--- config.mk ---
export PLATFORM = sky130hd
export DESIGN_NAME = uef_ctrl
export DESIGN_NICKNAME = d
export VERILOG_FILES = /design/src/verilog/uef_pkg.sv /design/src/verilog/uef_ctrl.sv
export VERILOG_INCLUDE_DIRS = /design/src /design/src/verilog
export SDC_FILE = /design/constraint.sdc
export NUM_CORES = 1
export LEC_CHECK = 0
export BUFFER_PORTS_ARGS = -buffer_cell sky130_fd_sc_hd__buf_2
export CELL_PAD_IN_SITES_DETAIL_PLACEMENT = 1
export CELL_PAD_IN_SITES_GLOBAL_PLACEMENT = 1
export CORE_UTILIZATION = 43
export CTS_CLUSTER_SIZE = 14
export DETAILED_ROUTE_END_ITERATION = 7
export PLACE_DENSITY_LB_ADDON = 0.1
export RECOVER_POWER = 50
export SETUP_SLACK_MARGIN = 0.4
export SYNTH_ARGS = -nofsm -noshare
export SYNTH_HDL_FRONTEND = slang
export SYNTH_SLANG_ARGS = --single-unit
--- constraint.sdc ---
create_clock -name clock -period 3.7 [get_ports clock]
set_input_delay 0.37 -clock clock [delete_from_list [all_inputs] [get_ports clock]]
set_output_delay 0.37 -clock clock [all_outputs]
set_load 0.05 [all_outputs]
--- src/verilog/uef_params.svh ---
// Register offsets, field positions, reset values and counts of the block.
`ifndef UEF_PARAMS_SVH
`define UEF_PARAMS_SVH

`define UEF_ADDR_THR_DLL  4'h0
`define UEF_ADDR_DLM      4'h1
`define UEF_ADDR_DLD      4'h2
`define UEF_ADDR_LCR      4'h3
`define UEF_ADDR_EFR      4'h4
`define UEF_ADDR_FEATURE_CONTROL     4'h5
`define UEF_ADDR_TRG      4'h6
`define UEF_ADDR_SPR      4'h7
`define UEF_ADDR_ISR      4'h8

`define UEF_LCR_ENH_VIEW  8'hbf
`define UEF_LCR_DLAB      7
`define UEF_EFR_ENH       4

`define UEF_REG_RST       8'h00
`define UEF_SPR_RST       8'hff

`define UEF_ENHANCED_MODE_SELECT_SEND_NOW 2
`define UEF_ENHANCED_MODE_SELECT_INV_RTS  3
`define UEF_ENHANCED_MODE_SELECT_TRISTATE 4
`define UEF_ENHANCED_MODE_SELECT_LSR_IMM  6
`define UEF_ENHANCED_MODE_SELECT_CLR_MODE 7
`define UEF_ENHANCED_MODE_SELECT_WMASK    8'hdf

`define UEF_DLD_SEL_LO    6

`define UEF_FEATURE_CONTROL_SLP_FN   0
`define UEF_FEATURE_CONTROL_IR_INV   2
`define UEF_FEATURE_CONTROL_AUTO485  3
`define UEF_FEATURE_CONTROL_TBL_LO   4
`define UEF_FEATURE_CONTROL_SWAP     6
`define UEF_FEATURE_CONTROL_TRG_SEL  7
`define UEF_FEATURE_CONTROL_WMASK    8'hfd

`define UEF_OS16_LAST     4'hf
`define UEF_OS8_LAST      4'h7
`define UEF_OS4_LAST      4'h3

`endif

--- src/verilog/uef_pkg.sv ---
// Types shared by the enhanced feature control block.
package uef_pkg;

	typedef struct packed {
		logic [15:0] div;
		logic [1:0]  samp;
		logic [3:0]  frac;
	} uef_brg_cfg_t;

	typedef struct packed {
		logic       bypass;
		logic [7:0] data;
	} uef_tx_word_t;

	typedef struct packed {
		logic xoff;
		logic xon;
		logic special;
	} uef_flow_ev_t;

	typedef enum logic [2:0] {
		UEF_DIR_RX   = 3'h1,
		UEF_DIR_TX   = 3'h2,
		UEF_DIR_HOLD = 3'h4
	} uef_dir_state_t;

endpackage

--- src/verilog/uef_ctrl.sv ---
// Enhanced feature control: baud generators, buffer and control logic.

`include "uef_params.svh"

module uef_buf2 #(
	parameter int W = 9
) (
	// Clock and reset.
	input  wire logic         clock,
	input  wire logic         rstn,
	// Filling side.
	input  wire logic         in_valid,
	output logic              in_ready,
	input  wire logic [W-1:0] in_data,
	// Draining side.
	output logic              out_valid,
	input  wire logic         out_ready,
	output logic [W-1:0]      out_data
);
	logic         vld1_q;
	logic [W-1:0] e1_q;
	logic         push;
	logic         pop;

	assign push     = in_valid & ~vld1_q;
	assign pop      = out_valid & out_ready;

	// Ready is kept as its own flop, the inverse of the second entry's flag.
	always_ff @(posedge clock or negedge rstn) begin
		if (!rstn) begin
			out_valid <= 1'b0;
			vld1_q    <= 1'b0;
			in_ready  <= 1'b1;
			out_data  <= '0;
			e1_q      <= '0;
		end else if (pop) begin
			// Head leaves; the second entry moves up or the new word enters.
			out_valid <= vld1_q | push;
			vld1_q    <= 1'b0;
			in_ready  <= 1'b1;
			out_data  <= vld1_q ? e1_q : in_data;
			if (vld1_q && push) begin
				vld1_q   <= 1'b1;
				in_ready <= 1'b0;
				e1_q     <= in_data;
			end
		end else if (push) begin
			if (out_valid) begin
				vld1_q   <= 1'b1;
				in_ready <= 1'b0;
				e1_q     <= in_data;
			end else begin
				out_valid <= 1'b1;
				out_data  <= in_data;
			end
		end
	end
endmodule

module uef_brg
	import uef_pkg::*;
(
	// Clock and reset.
	input  wire logic         clock,
	input  wire logic         rstn,
	// Divisor setting.
	input  uef_brg_cfg_t      cfg,
	// Ticks.
	output logic              sample_tick,
	output logic              bit_tick
);
	logic [15:0] cnt_q;
	logic [3:0]  acc_q;
	logic        extra_q;
	logic [3:0]  os_q;
	logic [16:0] last;
	logic [4:0]  acc_sum;
	logic [3:0]  os_last;
	logic        period_end;

	// A divisor of zero stops the generator instead of dividing by 65536.
	assign last       = 17'(cfg.div) - 17'h1 + 17'(extra_q);
	assign acc_sum    = {1'b0, acc_q} + {1'b0, cfg.frac};
	assign period_end = (cfg.div != 16'h0) && ({1'b0, cnt_q} == last);

	always_comb begin
		unique case (cfg.samp)
			2'b00:   os_last = `UEF_OS16_LAST;
			2'b01:   os_last = `UEF_OS8_LAST;
			default: os_last = `UEF_OS4_LAST;
		endcase
	end

	always_ff @(posedge clock or negedge rstn) begin
		if (!rstn) begin
			cnt_q   <= 16'h0;
			acc_q   <= 4'h0;
			extra_q <= 1'b0;
		end else if (cfg.div == 16'h0) begin
			cnt_q   <= 16'h0;
			extra_q <= 1'b0;
		end else if (period_end) begin
			// Fraction spreads frac extra cycles over sixteen periods.
			cnt_q   <= 16'h0;
			acc_q   <= acc_sum[3:0];
			extra_q <= acc_sum[4];
		end else begin
			cnt_q <= cnt_q + 16'h1;
		end
	end

	always_ff @(posedge clock or negedge rstn) begin
		if (!rstn) begin
			os_q        <= 4'h0;
			sample_tick <= 1'b0;
			bit_tick    <= 1'b0;
		end else begin
			sample_tick <= period_end;
			bit_tick    <= period_end && (os_q >= os_last);
			if (period_end) begin
				os_q <= (os_q >= os_last) ? 4'h0 : os_q + 4'h1;
			end
		end
	end
endmodule

module uef_ctrl
	import uef_pkg::*;
(
	// Clock and reset.
	input  wire logic         clock,
	input  wire logic         rstn,
	// Register port from the serial bus front end.
	input  wire logic         reg_wr,
	input  wire logic         reg_rd,
	input  wire logic [3:0]   reg_addr,
	input  wire logic [7:0]   reg_wdata,
	output logic [7:0]        reg_rdata,
	output logic              thr_ready,
	// UART core status.
	input  wire logic         fifo_enable,
	input  wire logic [7:0]   rx_count,
	input  wire logic [7:0]   tx_count,
	input  wire logic         thr_empty,
	input  wire logic         tsr_empty,
	input  wire logic         tx_busy,
	input  wire logic         rx_busy,
	input  wire logic         tx_fifo_push,
	input  wire logic         tx_bypass_done,
	input  wire logic         err_in_fifo,
	input  wire logic         err_at_rhr,
	input  uef_flow_ev_t      flow_ev,
	input  wire logic         rx_char,
	input  wire logic         core_sleep_req,
	input  wire logic         tx_serial,
	input  wire logic         rts_n_core,
	input  wire logic         dtr_n_core,
	// Transmit words to the core.
	output uef_tx_word_t      tx_word,
	output logic              tx_word_valid,
	input  wire logic         tx_word_ready,
	// Rate and trigger settings to the core.
	output logic              tx_sample_tick,
	output logic              tx_bit_tick,
	output logic              rx_sample_tick,
	output logic              rx_bit_tick,
	output logic [7:0]        rx_trig_level,
	output logic [7:0]        tx_trig_level,
	output logic [1:0]        trig_table,
	// Interrupt sources to the core.
	output logic              lsr_int,
	output logic              tx_int,
	output uef_flow_ev_t      flow_int,
	output logic              sleep_mode,
	// Pins.
	input  wire logic         sleep_pin_in,
	output logic              sleep_pin_out,
	output logic              sleep_pin_oe,
	input  wire logic         ir_rx_pin,
	output logic              ir_rx_data,
	output logic              tx_pin_out,
	output logic              tx_pin_oe,
	output logic              rts_n_out,
	output logic              rts_n_oe,
	output logic              dtr_n_out,
	output logic              dtr_n_oe
);
	logic [7:0]     lcr_q;
	logic [7:0]     efr_q;
	logic [7:0]     feature_control_q;
	logic [7:0]     enhanced_mode_select_q;
	logic [7:0]     spr_q;
	logic [1:0]     dld_sel_q;
	uef_brg_cfg_t   tx_cfg_q;
	uef_brg_cfg_t   rx_cfg_q;
	uef_brg_cfg_t   rx_use_cfg;
	uef_brg_cfg_t   rd_cfg;
	logic           alt_q;
	logic           bypass_used_q;
	uef_dir_state_t dir_q;
	logic           slp_s1_q;
	logic           slp_s2_q;
	logic           ir_s1_q;
	logic           ir_s2_q;
	logic           dlab;
	logic           wr_thr;
	logic           wr_dll;
	logic           wr_dlm;
	logic           wr_dld;
	logic           wr_spr;
	logic           wr_enhanced_mode_select;
	logic           rd_spr;
	logic           isr_read;
	logic [1:0]     brg_sel;
	logic           tgt_tx;
	logic           tgt_rx;
	logic [7:0]     fc_val;
	logic [7:0]     swap_val;
	logic [7:0]     rd_mux;
	logic           send_now;
	logic           sleep_req;
	logic           tx_start;
	logic           dir_level;
	uef_tx_word_t   buf_in;

	assign dlab     = lcr_q[`UEF_LCR_DLAB];
	assign wr_thr   = reg_wr && reg_addr == `UEF_ADDR_THR_DLL && !dlab;
	assign wr_dll   = reg_wr && reg_addr == `UEF_ADDR_THR_DLL && dlab;
	assign wr_dlm   = reg_wr && reg_addr == `UEF_ADDR_DLM && dlab;
	assign wr_dld   = reg_wr && reg_addr == `UEF_ADDR_DLD && dlab
		&& efr_q[`UEF_EFR_ENH];
	assign wr_spr   = reg_wr && reg_addr == `UEF_ADDR_SPR;
	assign wr_enhanced_mode_select  = wr_spr && feature_control_q[`UEF_FEATURE_CONTROL_SWAP];
	assign rd_spr   = reg_rd && reg_addr == `UEF_ADDR_SPR;
	assign isr_read = reg_rd && reg_addr == `UEF_ADDR_ISR;

	// A fraction write carries its own select bits and steers itself.
	assign brg_sel = wr_dld ? reg_wdata[7:6] : dld_sel_q;
	assign tgt_tx  = brg_sel == 2'b00 || brg_sel == 2'b01;
	assign tgt_rx  = brg_sel == 2'b00 || brg_sel == 2'b11;
	assign rd_cfg  = (dld_sel_q == 2'b10) ? rx_cfg_q : tx_cfg_q;
	assign rx_use_cfg = dld_sel_q[0] ? rx_cfg_q : tx_cfg_q;

	// Bypass tags only one byte per arming of the send-now bit.
	assign send_now = enhanced_mode_select_q[`UEF_ENHANCED_MODE_SELECT_SEND_NOW] && fifo_enable
		&& !bypass_used_q;
	assign buf_in   = '{bypass: send_now, data: reg_wdata};
	assign tx_start = tx_fifo_push
		|| (tx_word_valid && tx_word_ready && tx_word.bypass);

	always_comb begin
		fc_val = feature_control_q[`UEF_FEATURE_CONTROL_TRG_SEL] ? tx_count : rx_count;
		if (!enhanced_mode_select_q[0]) begin
			swap_val = rx_count;
		end else if (!enhanced_mode_select_q[1]) begin
			swap_val = tx_count;
		end else begin
			swap_val = alt_q ? tx_count : rx_count;
		end
	end

	always_comb begin
		unique case (reg_addr)
			`UEF_ADDR_THR_DLL: rd_mux = dlab ? rd_cfg.div[7:0] : 8'h00;
			`UEF_ADDR_DLM:     rd_mux = dlab ? rd_cfg.div[15:8] : 8'h00;
			`UEF_ADDR_DLD:     rd_mux = dlab ?
				{dld_sel_q, rd_cfg.samp, rd_cfg.frac} : 8'h00;
			`UEF_ADDR_LCR:     rd_mux = lcr_q;
			`UEF_ADDR_EFR:     rd_mux = efr_q;
			`UEF_ADDR_FEATURE_CONTROL:    rd_mux = feature_control_q;
			`UEF_ADDR_SPR: begin
				if (feature_control_q[`UEF_FEATURE_CONTROL_SWAP]) begin
					rd_mux = swap_val;
				end else if (lcr_q == `UEF_LCR_ENH_VIEW) begin
					rd_mux = fc_val;
				end else begin
					rd_mux = spr_q;
				end
			end
			`UEF_ADDR_ISR: rd_mux = {3'h0, tx_int, lsr_int, flow_int};
			default:       rd_mux = 8'h00;
		endcase
	end

	// Host-visible control registers.
	always_ff @(posedge clock or negedge rstn) begin
		if (!rstn) begin
			lcr_q  <= `UEF_REG_RST;
			efr_q  <= `UEF_REG_RST;
			feature_control_q <= `UEF_REG_RST;
			spr_q  <= `UEF_SPR_RST;
		end else if (reg_wr) begin
			if (reg_addr == `UEF_ADDR_LCR) begin
				lcr_q <= reg_wdata;
			end
			if (reg_addr == `UEF_ADDR_EFR) begin
				efr_q <= reg_wdata;
			end
			if (reg_addr == `UEF_ADDR_FEATURE_CONTROL) begin
				feature_control_q <= reg_wdata & `UEF_FEATURE_CONTROL_WMASK;
			end
			if (wr_spr && !feature_control_q[`UEF_FEATURE_CONTROL_SWAP]) begin
				spr_q <= reg_wdata;
			end
		end
	end

	// Mode register; a new arming beats a completion in the same cycle.
	always_ff @(posedge clock or negedge rstn) begin
		if (!rstn) begin
			enhanced_mode_select_q        <= `UEF_REG_RST;
			bypass_used_q <= 1'b0;
		end else if (wr_enhanced_mode_select) begin
			enhanced_mode_select_q        <= reg_wdata & `UEF_ENHANCED_MODE_SELECT_WMASK;
			bypass_used_q <= 1'b0;
		end else begin
			if (tx_bypass_done) begin
				enhanced_mode_select_q[`UEF_ENHANCED_MODE_SELECT_SEND_NOW] <= 1'b0;
			end
			if (wr_thr && thr_ready && send_now) begin
				bypass_used_q <= 1'b1;
			end
		end
	end

	// Alternating counter restarts at receive after each mode write.
	always_ff @(posedge clock or negedge rstn) begin
		if (!rstn) begin
			alt_q <= 1'b0;
		end else if (wr_enhanced_mode_select) begin
			alt_q <= 1'b0;
		end else if (rd_spr && feature_control_q[`UEF_FEATURE_CONTROL_SWAP] && enhanced_mode_select_q[1:0] == 2'b11) begin
			alt_q <= ~alt_q;
		end
	end

	// Baud rate settings.
	always_ff @(posedge clock or negedge rstn) begin
		if (!rstn) begin
			tx_cfg_q  <= '0;
			rx_cfg_q  <= '0;
			dld_sel_q <= 2'b00;
		end else begin
			if (wr_dld) begin
				dld_sel_q <= reg_wdata[7:6];
			end
			if (tgt_tx) begin
				if (wr_dll) tx_cfg_q.div[7:0] <= reg_wdata;
				if (wr_dlm) tx_cfg_q.div[15:8] <= reg_wdata;
				if (wr_dld) {tx_cfg_q.samp, tx_cfg_q.frac} <= reg_wdata[5:0];
			end
			if (tgt_rx) begin
				if (wr_dll) rx_cfg_q.div[7:0] <= reg_wdata;
				if (wr_dlm) rx_cfg_q.div[15:8] <= reg_wdata;
				if (wr_dld) {rx_cfg_q.samp, rx_cfg_q.frac} <= reg_wdata[5:0];
			end
		end
	end

	uef_brg u_tx_brg (
		.clock       (clock),
		.rstn        (rstn),
		.cfg         (tx_cfg_q),
		.sample_tick (tx_sample_tick),
		.bit_tick    (tx_bit_tick)
	);

	uef_brg u_rx_brg (
		.clock       (clock),
		.rstn        (rstn),
		.cfg         (rx_use_cfg),
		.sample_tick (rx_sample_tick),
		.bit_tick    (rx_bit_tick)
	);

	// Holding buffer; a full buffer drops thr_ready and refuses writes.
	uef_buf2 #(
		.W ($bits(uef_tx_word_t))
	) u_buf (
		.clock     (clock),
		.rstn      (rstn),
		.in_valid  (wr_thr),
		.in_ready  (thr_ready),
		.in_data   (buf_in),
		.out_valid (tx_word_valid),
		.out_ready (tx_word_ready),
		.out_data  (tx_word)
	);

	// Trigger levels and table.
	always_ff @(posedge clock or negedge rstn) begin
		if (!rstn) begin
			rx_trig_level <= `UEF_REG_RST;
			tx_trig_level <= `UEF_REG_RST;
			trig_table    <= 2'b00;
		end else begin
			trig_table <= feature_control_q[`UEF_FEATURE_CONTROL_TBL_LO +: 2];
			if (reg_wr && reg_addr == `UEF_ADDR_TRG) begin
				if (feature_control_q[`UEF_FEATURE_CONTROL_TRG_SEL]) begin
					tx_trig_level <= reg_wdata;
				end else begin
					rx_trig_level <= reg_wdata;
				end
			end
		end
	end

	// Interrupt sources; a new event wins over a clear in the same cycle.
	always_ff @(posedge clock or negedge rstn) begin
		if (!rstn) begin
			flow_int <= '0;
			lsr_int  <= 1'b0;
			tx_int   <= 1'b0;
		end else begin
			lsr_int <= enhanced_mode_select_q[`UEF_ENHANCED_MODE_SELECT_LSR_IMM] ? err_in_fifo : err_at_rhr;
			tx_int  <= feature_control_q[`UEF_FEATURE_CONTROL_AUTO485] ? tsr_empty : thr_empty;
			flow_int.xon  <= flow_ev.xon | (flow_int.xon & ~isr_read);
			flow_int.xoff <= flow_ev.xoff | (flow_int.xoff & ~isr_read
				& ~(flow_ev.xon & ~enhanced_mode_select_q[`UEF_ENHANCED_MODE_SELECT_CLR_MODE]));
			flow_int.special <= flow_ev.special | (flow_int.special
				& ~isr_read
				& ~(rx_char & ~enhanced_mode_select_q[`UEF_ENHANCED_MODE_SELECT_CLR_MODE]));
		end
	end

	// Direction control: RTS returns to receive level once the line drains, while the state waits one bit tick in HOLD.
	always_ff @(posedge clock or negedge rstn) begin
		if (!rstn) begin
			dir_q <= UEF_DIR_RX;
		end else begin
			unique case (dir_q)
				UEF_DIR_RX: if (tx_start) dir_q <= UEF_DIR_TX;
				UEF_DIR_TX: begin
					if (tsr_empty && thr_empty && !tx_busy && !tx_start) begin
						dir_q <= UEF_DIR_HOLD;
					end
				end
				UEF_DIR_HOLD: begin
					if (tx_start) begin
						dir_q <= UEF_DIR_TX;
					end else if (tx_bit_tick) begin
						dir_q <= UEF_DIR_RX;
					end
				end
				default: dir_q <= UEF_DIR_RX;
			endcase
		end
	end

	assign dir_level = (dir_q != UEF_DIR_TX) ^ enhanced_mode_select_q[`UEF_ENHANCED_MODE_SELECT_INV_RTS];

	// Modem outputs.
	always_ff @(posedge clock or negedge rstn) begin
		if (!rstn) begin
			tx_pin_out <= 1'b1;
			rts_n_out  <= 1'b1;
			dtr_n_out  <= 1'b1;
			tx_pin_oe  <= 1'b1;
			rts_n_oe   <= 1'b1;
			dtr_n_oe   <= 1'b1;
		end else begin
			tx_pin_out <= tx_serial;
			rts_n_out  <= feature_control_q[`UEF_FEATURE_CONTROL_AUTO485] ? dir_level : rts_n_core;
			dtr_n_out  <= dtr_n_core;
			tx_pin_oe  <= ~enhanced_mode_select_q[`UEF_ENHANCED_MODE_SELECT_TRISTATE];
			rts_n_oe   <= ~enhanced_mode_select_q[`UEF_ENHANCED_MODE_SELECT_TRISTATE];
			dtr_n_oe   <= ~enhanced_mode_select_q[`UEF_ENHANCED_MODE_SELECT_TRISTATE];
		end
	end

	// Pin synchronisers.
	always_ff @(posedge clock or negedge rstn) begin
		if (!rstn) begin
			slp_s1_q <= 1'b0;
			slp_s2_q <= 1'b0;
			ir_s1_q  <= 1'b0;
			ir_s2_q  <= 1'b0;
		end else begin
			slp_s1_q <= sleep_pin_in;
			slp_s2_q <= slp_s1_q;
			ir_s1_q  <= ir_rx_pin;
			ir_s2_q  <= ir_s1_q;
		end
	end

	always_ff @(posedge clock or negedge rstn) begin
		if (!rstn) begin
			ir_rx_data <= 1'b0;
		end else begin
			ir_rx_data <= ir_s2_q ^ feature_control_q[`UEF_FEATURE_CONTROL_IR_INV];
		end
	end

	// Sleep waits for both shifters to finish their current byte.
	assign sleep_req = core_sleep_req
		|| (!feature_control_q[`UEF_FEATURE_CONTROL_SLP_FN] && slp_s2_q);

	always_ff @(posedge clock or negedge rstn) begin
		if (!rstn) begin
			sleep_mode    <= 1'b0;
			sleep_pin_out <= 1'b1;
			sleep_pin_oe  <= 1'b0;
		end else begin
			if (!sleep_req) begin
				sleep_mode <= 1'b0;
			end else if (!tx_busy && !rx_busy) begin
				sleep_mode <= 1'b1;
			end
			sleep_pin_out <= ~sleep_mode;
			sleep_pin_oe  <= feature_control_q[`UEF_FEATURE_CONTROL_SLP_FN];
		end
	end

	always_ff @(posedge clock or negedge rstn) begin
		if (!rstn) begin
			reg_rdata <= 8'h00;
		end else if (reg_rd) begin
			reg_rdata <= rd_mux;
		end
	end
endmodule

==> flow_metrics.py, run 1 <==
metrics = {
    "final_layout": {
        "num-nets-final": 1244,
        "layout-area-overhead-vs-synth_pct": 15.3,
        "layout.area.seq_sq_um": 5200,
        "finish.utilization_pct": 50.8,
        "multi_input_comb_area_sq_um": 5600,
        "final_cell_area_sq_um": 12900,
        "layout_cell_share_with_drive_strength_beyond_1_pct": 23.6,
        "antenna_cells": 0,
        "final.fill_count": 2827,
        "finalNonFillerCells": 1517,
    },
    "synth": {
        "synth_async_sr_flop_share_pct": 100,
        "postSynth.topFlopCell": "sky130_fd_sc_hd__dfrtp_1",
        "synth.largest_area_cell": "sky130_fd_sc_hd__dfrtp_1",
        "synth.net_count": 1143,
        "synthDominantCellAreaShare_pct": 43.1,
        "warnings_from_yosys": 0,
        "yosys.cell_types.count": 71,
        "syn_avg_cell_area_sq_um": 10.4,
        "yosys-top-cells-area": "sky130_fd_sc_hd__dfrtp_1 43%, sky130_fd_sc_hd__mux2_2 11%, sky130_fd_sc_hd__mux2i_1 4.9%, sky130_fd_sc_hd__dfstp_2 3.5%, sky130_fd_sc_hd__nor2_1 3.2%",
        "number_of_enable_type_register_cells_in_the_synthesized_netlist": 0,
        "number_of_instances_in_the_synthesized_netlist": 1069,
        "ys_seq_elements": 207,
        "mappedNetlistArea_sq_um": 11100,
        "synth.yosys.seq_area_share_pct": 46.6,
    },
    "timing": {
        "rsz0062_at_grt": "yes",
        "final.period_utilization_pct": 85.4,
        "fin_crit_ns": 3.16,
        "fin_worst_skew_ns": 0.0218,
        "tns_ns": 0,
        "slew_violations": 0,
        "max_freq_ghz": 0.316,
        "timing_hold_violations_final": 0,
        "timing_worst_slew_pin_value_ns": 1.38,
        "max-slew-margin-rel_pct": 8.19,
        "setup_viol": 0,
    },
    "cts": {
        "clock_insertion_delay_worst_skew_ns": 0.53,
        "tritoncts": "built",
        "max-clock-path-buffers": 3,
        "clkSinkCount": 207,
        "cts_post_setup_buffers_inserted": 0,
        "cts.clk_slew.worst_paths_ns": 0.07,
        "h-tree-depth": 1,
        "cts_made_buffers": 24,
        "cts_root_buf": "sky130_fd_sc_hd__clkbuf_16",
    },
    "floorplanning": {
        "initial_core_utilization_pct": 44.0,
        "row_count": 58,
        "die_h_microns": 163,
        "die_area_sq_um": 26600,
        "core-area_sq_um": 25300,
        "ios": 108,
        "chipWidth_microns": 163,
    },
    "pwr": {
        "total_leakage_power_nw": 5.90,
        "cellPowerDensity_nw_per_um2": 613,
        "finalPower_mw": 7.88,
        "vdd_ir_drop_max_mv": 0.454,
    },
    "status": {
        "status": "finished clean",
    },
    "drt": {
        "initialDrtViolationCount": 569,
        "wl_met3_microns": 1560,
        "drc_errors": 0,
        "detailroute.wirelength.met2_microns": 15000,
        "routed_wirelength_microns": 32300,
        "routedLengthMet1_microns": 15300,
        "highest-signal-layer": "met4",
        "routedWlPerCell_microns": 21.3,
        "post_drt_via_cell_ratio": 5.72,
        "detail_route.first_pass.iterations": 5,
        "detail-route-antenna-nets": 0,
        "vias": 8676,
    },
    "hold_path": {
        "hold_class": "input pin to flop",
    },
    "setup_path": {
        "critPathRequiredTime_ns": 4.16,
        "timing.critical_path.fanout_max": 53,
        "kind_of_start_point_of_the_critical_path": "flop",
        "critPathCaptureType": "flop",
        "arrival_time_of_the_worst_setup_path_ns": 3.62,
        "category_of_the_most_critical_setup_path": "flop to flop",
    },
    "placed_design": {
        "place_area_sq_um": 12000,
        "io_buf_count": 107,
        "dp.final_hpwl_microns": 23000,
        "routabilityCongestion": 0.867,
        "dp_cells": 1469,
    },
    "grt": {
        "grt_max_degree": 106,
        "grt_antenna_before_repair": 0,
        "via_count_of_the_first_global_routing_pass": 8962,
        "overflow": 0,
        "grt.total_usage_pct": 25.2,
        "first_pass_grt_wire_length_microns": 51600,
    },
    "flow_run": {
        "maxCapViolCount": 0,
    },
}
cell usage in the layout, fill, tap and decap left out, types with 18 or more instances in the layout:
master / netlist / routed
sky130_fd_sc_hd__a21oi_1: 52 / 52
sky130_fd_sc_hd__buf_2: 7 / 74
sky130_fd_sc_hd__clkbuf_1: 36 / 42
sky130_fd_sc_hd__clkbuf_16: 0 / 24
sky130_fd_sc_hd__dfrtp_1: 192 / 191
sky130_fd_sc_hd__ha_1: 20 / 18
sky130_fd_sc_hd__inv_1: 34 / 34
sky130_fd_sc_hd__mux2_2: 110 / 110
sky130_fd_sc_hd__mux2i_1: 54 / 53
sky130_fd_sc_hd__nand2_1: 82 / 81
sky130_fd_sc_hd__nand3_1: 40 / 40
sky130_fd_sc_hd__nor2_1: 96 / 96
sky130_fd_sc_hd__nor3_1: 24 / 22
sky130_fd_sc_hd__o21ai_0: 34 / 33
sky130_fd_sc_hd__xnor2_1: 39 / 39
sky130_fd_sc_hd__xor2_1: 38 / 38
repair_timing:
item	CTS	global route
hold endpoints to repair	97	0
resized for setup	0	4
hold buffers	5	0
endpoints found under the setup margin	0	16
power breakdown:
group | total (mW) | internal (mW) | switching (mW)
logic | 2.32 | 0.904 | 1.41
registers | 3.12 | 2.65 | 0.478
clock network | 2.44 | 1.45 | 0.992
total | 7.88 | 5.00 | 2.88
metrics by stage:
stage	hold slack (ns)	worst slack, ns
2_1_floorplan	0.0744	0.401
3_3_place_gp	0.334	0.611
3_5_place_dp	0.337	0.504
4_1_cts	0.0142	0.485
5_1_grt	0.0258	0.384
6_report	0.0286	0.539
critical path: stages (launching register included):
cell                        delay, ns
sky130_fd_sc_hd__dfrtp_2         0.40
sky130_fd_sc_hd__buf_12          0.26
sky130_fd_sc_hd__mux2i_4         0.30
sky130_fd_sc_hd__ha_4            0.18
sky130_fd_sc_hd__nand2_2         0.10
sky130_fd_sc_hd__xnor2_1         0.15
sky130_fd_sc_hd__or4_4           0.43
sky130_fd_sc_hd__a2111oi_4       0.37
sky130_fd_sc_hd__nand4_2         0.23
sky130_fd_sc_hd__buf_4           0.25
sky130_fd_sc_hd__or3_1           0.34
sky130_fd_sc_hd__nand2_1         0.07
routing by layer:
metal | track usage, % | up-vias
li1 | - | 4017
met3 | 3.62 | 37
met1 | 36.7 | 4420
met5 | 0 | -
met4 | 5.35 | 0
met2 | 39.6 | 202
cell families after synthesis:
kind of cell	Yosys count	share of synthesized area, %
and+or+nand+nor	331	14.7
DFF	207	46.6
AOI/OAI and AO/OA	174	10.2
muxes	164	16.0
buffers and inverters	93	3.66
xor gates and xnor gates	78	6.26
adders and majority gates	22	2.60
path summary, 6_finish.rpt:
check / startpoint / to / slack (ns) / cells after the start
setup reg to reg: dld_sel_q[0] / u_rx_brg.os_q[0] / 0.54 / 11
hold reg to reg: ir_s1_q / ir_s2_q / 0.35 / 0
min in group asynchronous: rstn / slp_s1_q / 0.47 / 2
max in group asynchronous: rstn / tx_cfg_q[15] / 1.44 / 3
hold / removal: flow_ev[2] / flow_int[2] / 0.03 / 2
setup / recovery: dld_sel_q[0] / u_rx_brg.os_q[0] / 0.54 / 11
layout make-up:
class,instances,area share (%)
clock buffer,30,5.00
clock inverter,13,1.28
inverter,34,0.993
multi-input combinational,769,43.5
sequential,207,40.5
tap,330,3.21
timing repair buffer,134,5.53
Yosys cell counts (all sizes together) (9+ instances only):
| master | instances |
|---|---|
| buf | 22 |
| clkbuf | 37 |
| o22ai | 14 |
| o21ai | 39 |
| ha | 20 |
| nand2 | 82 |
| a21o | 9 |
| dfrtp | 192 |
| mux2 | 110 |
| and3 | 13 |
| nor3 | 25 |
| a21oi | 52 |
| nand4 | 10 |
| nand3 | 40 |
| xnor2 | 39 |
| nor2 | 96 |
| o211ai | 10 |
| dfstp | 15 |
| mux2i | 54 |
| or3 | 9 |
| inv | 34 |
| nor4 | 13 |
| xor2 | 38 |
| nor2b | 9 |
state kept, by name (all words and copies together) (netlist names), 4 cells and up:
name,flops
rx_cfg_q,22
tx_cfg_q,22
u_rx_brg.cnt_q,16
u_tx_brg.cnt_q,16
u_buf.e1_q,9
u_buf.out_data,9
efr_q,8
lcr_q,8
reg_rdata,8
rx_trig_level,8
spr_q,8
tx_trig_level,8
enhanced_mode_select_q,7
feature_control_q,7
u_rx_brg.acc_q,4
u_rx_brg.os_q,4
u_tx_brg.acc_q,4
u_tx_brg.os_q,4
No activity file was read; power rests on OpenSTA's default activity.
==> run 2: changes to the inputs <==
CORE_UTILIZATION = 51   (was 43)
clock period = 3.65 ns   (was 3.7 ns; I/O delays follow)
==> run 2 against run 1 <==
The flow now finishes with violations (max-capacitance violations, max-slew violations). Clock power about the same. Global-route usage is 6.1 points higher. Hold slack better by 0.011 ns. Cell count decreased by 3.2%. Clock skew shrank 0.0063 ns. Critical path type unchanged. Clock-buffer cell count up 3. First-iteration DRC count rose by 11%. Critical path depth is the same. Routed wire length rose by 4.6%. Utilization is 10 points higher. Combinational power rose by 7%.
==> flow_metrics.py, run 2 (synthesis gave the netlist of run 1 again) <==
metrics = {
    "status": {
        "status": "finished, violations left",
        "failed_checks": "max-capacitance violations, max-slew violations",
    },
    "floorplanning": {
        "chipWidth_microns": 150,
        "core-area_sq_um": 21200,
        "initial_core_utilization_pct": 52.5,
        "die_h_microns": 150,
        "die_area_sq_um": 22400,
        "row_count": 53,
        "ios": 108,
    },
    "timing": {
        "timing_worst_slew_pin_value_ns": 2.28,
        "fin_crit_ns": 3.17,
        "timing_hold_violations_final": 0,
        "final.period_utilization_pct": 86.8,
        "max-slew-margin-rel_pct": -52.0,
        "setup_viol": 0,
        "fin_worst_skew_ns": 0.0155,
        "max_freq_ghz": 0.316,
        "tns_ns": 0,
        "slew_violations": 87,
        "rsz0062_at_grt": "yes",
        "timing.final.ws_setup_ns": 0.483,
    },
    "final_layout": {
        "layout_cell_share_with_drive_strength_beyond_1_pct": 24.9,
        "layout.area.seq_sq_um": 5200,
        "num-nets-final": 1249,
        "layout-area-overhead-vs-synth_pct": 15.7,
        "final.fill_count": 2320,
        "largest_registers_in_the_final_layout": "rx_cfg_q x22, tx_cfg_q x22",
        "mostFrequentLayoutCell": "sky130_fd_sc_hd__dfrtp_1",
        "final_cell_mix": "191 x sky130_fd_sc_hd__dfrtp_1, 110 x sky130_fd_sc_hd__mux2_2, 96 x sky130_fd_sc_hd__nor2_1",
        "multi_input_comb_area_sq_um": 5650,
    },
    "setup_path": {
        "critical_path.reg2reg.endpoint": "u_rx_brg.os_q[0]",
        "rrSetupSlack_ns": 0.48,
        "category_of_the_most_critical_setup_path": "flop to flop",
        "critPathCaptureType": "flop",
        "arrival_time_of_the_worst_setup_path_ns": 3.62,
        "kind_of_start_point_of_the_critical_path": "flop",
        "timing.rr.start": "tx_cfg_q[6]",
        "timing.critical_path.fanout_max": 15,
        "worst_r2r_path_depth": 11,
        "critPathRequiredTime_ns": 4.11,
        "start_point_of_the_critical_path": "tx_cfg_q[6]",
    },
    "hold_path": {
        "whs_endpoint": "flow_int[0]",
        "min_delay_path_depth": 2,
        "holdCritStartpoint": "flow_ev[0]",
        "hold_class": "input pin to flop",
    },
    "pwr": {
        "cellPowerDensity_nw_per_um2": 629,
        "vdd_ir_drop_max_mv": 0.518,
        "total_leakage_power_nw": 5.98,
    },
    "placed_design": {
        "routabilityCongestion": 0.877,
        "dp.final_hpwl_microns": 22900,
        "pre_cts_slack_ns": 0.410,
        "io_buf_count": 107,
    },
    "drt": {
        "detail_route.first_pass.iterations": 6,
        "vias": 8924,
        "detail-route-antenna-nets": 0,
        "routed_wirelength_microns": 33800,
        "initialDrtViolationCount": 633,
        "routedWlPerCell_microns": 23.0,
        "post_drt_via_cell_ratio": 6.07,
        "drc_errors": 0,
    },
    "cts": {
        "clock_insertion_delay_worst_skew_ns": 0.52,
        "cts_made_buffers": 24,
        "cts_post_setup_buffers_inserted": 0,
        "h-tree-depth": 1,
        "clkSinkCount": 207,
        "max-clock-path-buffers": 3,
        "tritoncts": "built",
        "cts.clk_slew.worst_paths_ns": 0.06,
        "cts_root_buf": "sky130_fd_sc_hd__clkbuf_16",
    },
    "grt": {
        "via_count_of_the_first_global_routing_pass": 9314,
        "first_pass_grt_wire_length_microns": 53700,
        "grt.total_usage_pct": 31.2,
        "overflow": 0,
        "grt_max_degree": 88,
        "grt_antenna_before_repair": 0,
    },
    "flow_run": {
        "maxCapViolCount": 1,
    },
}
[run 2: metal layers]
| layer | track usage [%] | share of wire [%] | up-vias |
|---|---|---|---|
| li1 | - | - | 4030 |
| met1 | 42.5 | 44 | 4580 |
| met2 | 52.7 | 49 | 260 |
| met3 | 4.94 | 5.0 | 54 |
| met4 | 6.41 | 1.7 | 0 |
| met5 | 0 | 0 | - |
[run 2: report_power, final]
group          total (mW)  switching [mW]  internal (mW)
clock network        2.47           0.981           1.49
registers            3.17           0.484           2.68
logic                2.48            1.53          0.947
[run 2: what timing repair did]
item                       4_1_cts  5_1_grt
setup endpoints to repair        1       43
hold endpoints to repair        78        0
gates resized for setup          1       13
cloned                           0        0
hold buffers                     5        0
[run 2: through the flow]
stage                     total power [mW]  std cells  hold slack [ns]  cell area [sq um]  util (%)
after floorplan                       4.85       1069           0.0694              11200         -
after global placement                5.48       1419            0.336              12000      56.6
after detailed placement              5.57       1419            0.343              12000      56.6
after CTS                             8.11       1467           0.0253              12900      60.7
after global routing                  8.47       1467           0.0366              12900      60.7
final                                 8.11       1469           0.0393              12900      60.7
[run 2: worst max path at each step]
| stage | slack (ns) | endpoint |
|---|---|---|
| after floorplan | 0.41 | u_rx_brg.os_q[3] |
| after detailed placement | 0.41 | u_rx_brg.os_q[0] |
| after CTS | 0.43 | u_rx_brg.os_q[0] |
| after global routing | 0.35 | u_rx_brg.os_q[0] |
| final | 0.48 | u_rx_brg.os_q[0] |
| after global placement | 0.46 | u_rx_brg.os_q[0] |
[run 2: critical path: stages, from the launching register on]
cell	delay (ns)
sky130_fd_sc_hd__dfrtp_1	0.45
sky130_fd_sc_hd__mux2i_1	0.25
sky130_fd_sc_hd__ha_2	0.30
sky130_fd_sc_hd__ha_4	0.19
sky130_fd_sc_hd__nand2_4	0.07
sky130_fd_sc_hd__xnor2_1	0.14
sky130_fd_sc_hd__or4_4	0.44
sky130_fd_sc_hd__a2111oi_4	0.40
sky130_fd_sc_hd__nand4_4	0.20
sky130_fd_sc_hd__buf_4	0.24
sky130_fd_sc_hd__or3_1	0.35
sky130_fd_sc_hd__nand2_1	0.07
[run 2: cell type report]
type	instances	share of cell area, %
tap	275	2.67
clock buffer	33	5.48
inverter	34	0.990
timing repair buffer	139	5.90
multi-input combinational	769	43.8
sequential	207	40.3
clock inverter	10	0.777
antenna	2	0.0388
==> run 3: changes to the inputs <==
CORE_UTILIZATION = 53   (was 51)
CTS_BUF_LIST = sky130_fd_sc_hd__clkbuf_4 sky130_fd_sc_hd__clkbuf_8   (was default)
==> run 3 against run 2 <==
The flow still finishes with violations (max-capacitance violations, max-slew violations). Combinational power about the same. Cell area fell by 0.11%. Utilization increased by 2.3 points. Flip-flop and latch count unchanged. Global-route usage rose by 2.2 points. Non-clock buffer count increased by 3. Clock skew rose by 0.020 ns. Worst setup slack got worse by 0.00064 ns. First-iteration DRC count shrank 18%. Clock-buffer cell count rose by 22. Clock power fell by 7%. Largest power group unchanged. Highest routed layer unchanged.
==> flow_metrics.py, run 3 (synthesis gave the netlist of run 1 again) <==
metrics = {
    "final_layout": {
        "num-nets-final": 1265,
        "layout-area-overhead-vs-synth_pct": 15.5,
        "antenna_cells": 0,
        "layout_cell_share_with_drive_strength_beyond_1_pct": 25.9,
        "finalNonFillerCells": 1487,
        "final_cell_mix": "191 x sky130_fd_sc_hd__dfrtp_1, 109 x sky130_fd_sc_hd__mux2_2, 96 x sky130_fd_sc_hd__nor2_1",
        "multi_input_comb_area_sq_um": 5680,
        "largest_registers_in_the_final_layout": "rx_cfg_q x22, tx_cfg_q x22",
        "mostFrequentLayoutCell": "sky130_fd_sc_hd__dfrtp_1",
        "final_cell_area_sq_um": 12900,
        "layout.area.seq_sq_um": 5200,
        "final.fill_count": 2277,
    },
    "setup_path": {
        "start_point_of_the_critical_path": "dld_sel_q[0]",
        "arrival_time_of_the_worst_setup_path_ns": 3.63,
        "category_of_the_most_critical_setup_path": "flop to flop",
        "rrSetupSlack_ns": 0.48,
        "critPathRequiredTime_ns": 4.11,
        "worst_r2r_path_depth": 10,
        "critPathCaptureType": "flop",
        "timing.critical_path.fanout_max": 21,
        "endpoint": "u_rx_brg.os_q[3]",
        "critical_path.reg2reg.endpoint": "u_rx_brg.os_q[3]",
        "timing.rr.start": "dld_sel_q[0]",
        "kind_of_start_point_of_the_critical_path": "flop",
    },
    "timing": {
        "max_freq_ghz": 0.316,
        "timing_worst_slew_pin_value_ns": 2.10,
        "setup_viol": 0,
        "fin_worst_skew_ns": 0.0353,
        "hold_slack_ns": 0.00605,
        "slew_violations": 80,
        "timing_hold_violations_final": 0,
        "rsz0062_at_grt": "yes",
        "fin_crit_ns": 3.17,
        "max-slew-margin-rel_pct": -39.7,
        "tns_ns": 0,
        "final.period_utilization_pct": 86.8,
    },
    "drt": {
        "vias": 9212,
        "initialDrtViolationCount": 517,
        "detail_route.first_pass.iterations": 5,
        "detail-route-antenna-nets": 0,
        "post_drt_via_cell_ratio": 6.20,
        "drc_errors": 0,
        "routed_wirelength_microns": 35100,
        "routedWlPerCell_microns": 23.6,
    },
    "cts": {
        "clkSinkCount": 207,
        "tritoncts": "built",
        "clock_insertion_delay_worst_skew_ns": 0.56,
        "cts_root_buf": "sky130_fd_sc_hd__clkbuf_8",
        "cts_made_buffers": 37,
        "cts.clk_slew.worst_paths_ns": 0.07,
        "max-clock-path-buffers": 3,
        "h-tree-depth": 2,
    },
    "placed_design": {
        "dp.final_hpwl_microns": 23100,
        "dp_cells": 1412,
        "place_area_sq_um": 12000,
        "io_buf_count": 107,
        "routabilityCongestion": 0.888,
    },
    "grt": {
        "grt.total_usage_pct": 33.4,
        "overflow": 0,
        "first_pass_grt_wire_length_microns": 55600,
        "grt_antenna_before_repair": 0,
        "via_count_of_the_first_global_routing_pass": 9852,
        "grt_max_degree": 80,
    },
    "pwr": {
        "cellPowerDensity_nw_per_um2": 621,
        "vdd_ir_drop_max_mv": 0.523,
        "total_leakage_power_nw": 5.96,
    },
    "floorplanning": {
        "die_h_microns": 147,
        "row_count": 52,
        "core-area_sq_um": 20400,
        "die_area_sq_um": 21600,
        "chipWidth_microns": 147,
        "initial_core_utilization_pct": 54.6,
        "ios": 108,
    },
    "flow_run": {
        "maxCapViolCount": 1,
    },
    "hold_path": {
        "holdCritStartpoint": "flow_ev[1]",
        "hold_class": "input pin to flop",
    },
    "status": {
        "status": "finished, violations left",
        "failed_checks": "max-capacitance violations, max-slew violations",
    },
}
-- run 3: per-stage QoR --
stage / power, mW / setup slack [ns] / util, %
2_1_floorplan: 4.85 / 0.414 / -
3_3_place_gp: 5.47 / 0.542 / 58.7
3_5_place_dp: 5.58 / 0.458 / 58.7
4_1_cts: 7.93 / 0.424 / 62.8
5_1_grt: 8.34 / 0.285 / 63.0
6_report: 8.00 / 0.482 / 63.0
-- run 3: repair_timing --
item | CTS | global route
hold buffers | 6 | 0
setup buffers | 0 | 4
setup endpoints to repair | 1 | 41
hold endpoints to repair | 73 | 0
gates cloned | 0 | 0
pin swaps | 0 | 4
resized for setup | 1 | 19
-- run 3: final cells by class --
type                    count  area share (%)
clock inverters            10           0.748
flip-flops and latches    207            40.4
multi-input cells         769            44.1
well taps                 270            2.62
inverters                  34           0.991
clock buffers              55            5.25
repair buffers            142            5.86
-- run 3: worst max-delay path, stage by stage (launching register included) --
cell	delay (ns)
sky130_fd_sc_hd__dfrtp_2	0.43
sky130_fd_sc_hd__buf_8	0.20
sky130_fd_sc_hd__mux2i_4	0.26
sky130_fd_sc_hd__ha_4	0.18
sky130_fd_sc_hd__nand2_4	0.08
sky130_fd_sc_hd__xnor2_1	0.15
sky130_fd_sc_hd__or4_4	0.44
sky130_fd_sc_hd__a2111oi_4	0.46
sky130_fd_sc_hd__nand4_4	0.23
sky130_fd_sc_hd__or4_1	0.53
sky130_fd_sc_hd__nand3_1	0.10
-- run 3: where the power goes --
group	internal [mW]	switching, mW	leakage (nW)
clock	1.27	1.03	0.417
combinational	0.950	1.55	2.87
sequential	2.68	0.517	2.67
-- run 3: routing by layer --
metal,routed length [microns],part of all wire (%),global-route usage (%)
met3,2180,6.2,4.81
met2,17200,49,55.6
met1,14800,42,45.1
met5,0,0,0
met4,987,2.8,11.0
-- run 3: worst min path at each step --
stage                   to  slack (ns)  cells past startpoint
2_1_floorplan        alt_q        0.07                      0
5_1_grt        flow_int[2]       0.006                      2
3_3_place_gp       ir_s2_q        0.33                      0
4_1_cts        flow_int[2]       0.005                      2
3_5_place_dp       ir_s2_q        0.34                      0
6_report       flow_int[1]       0.006                      2
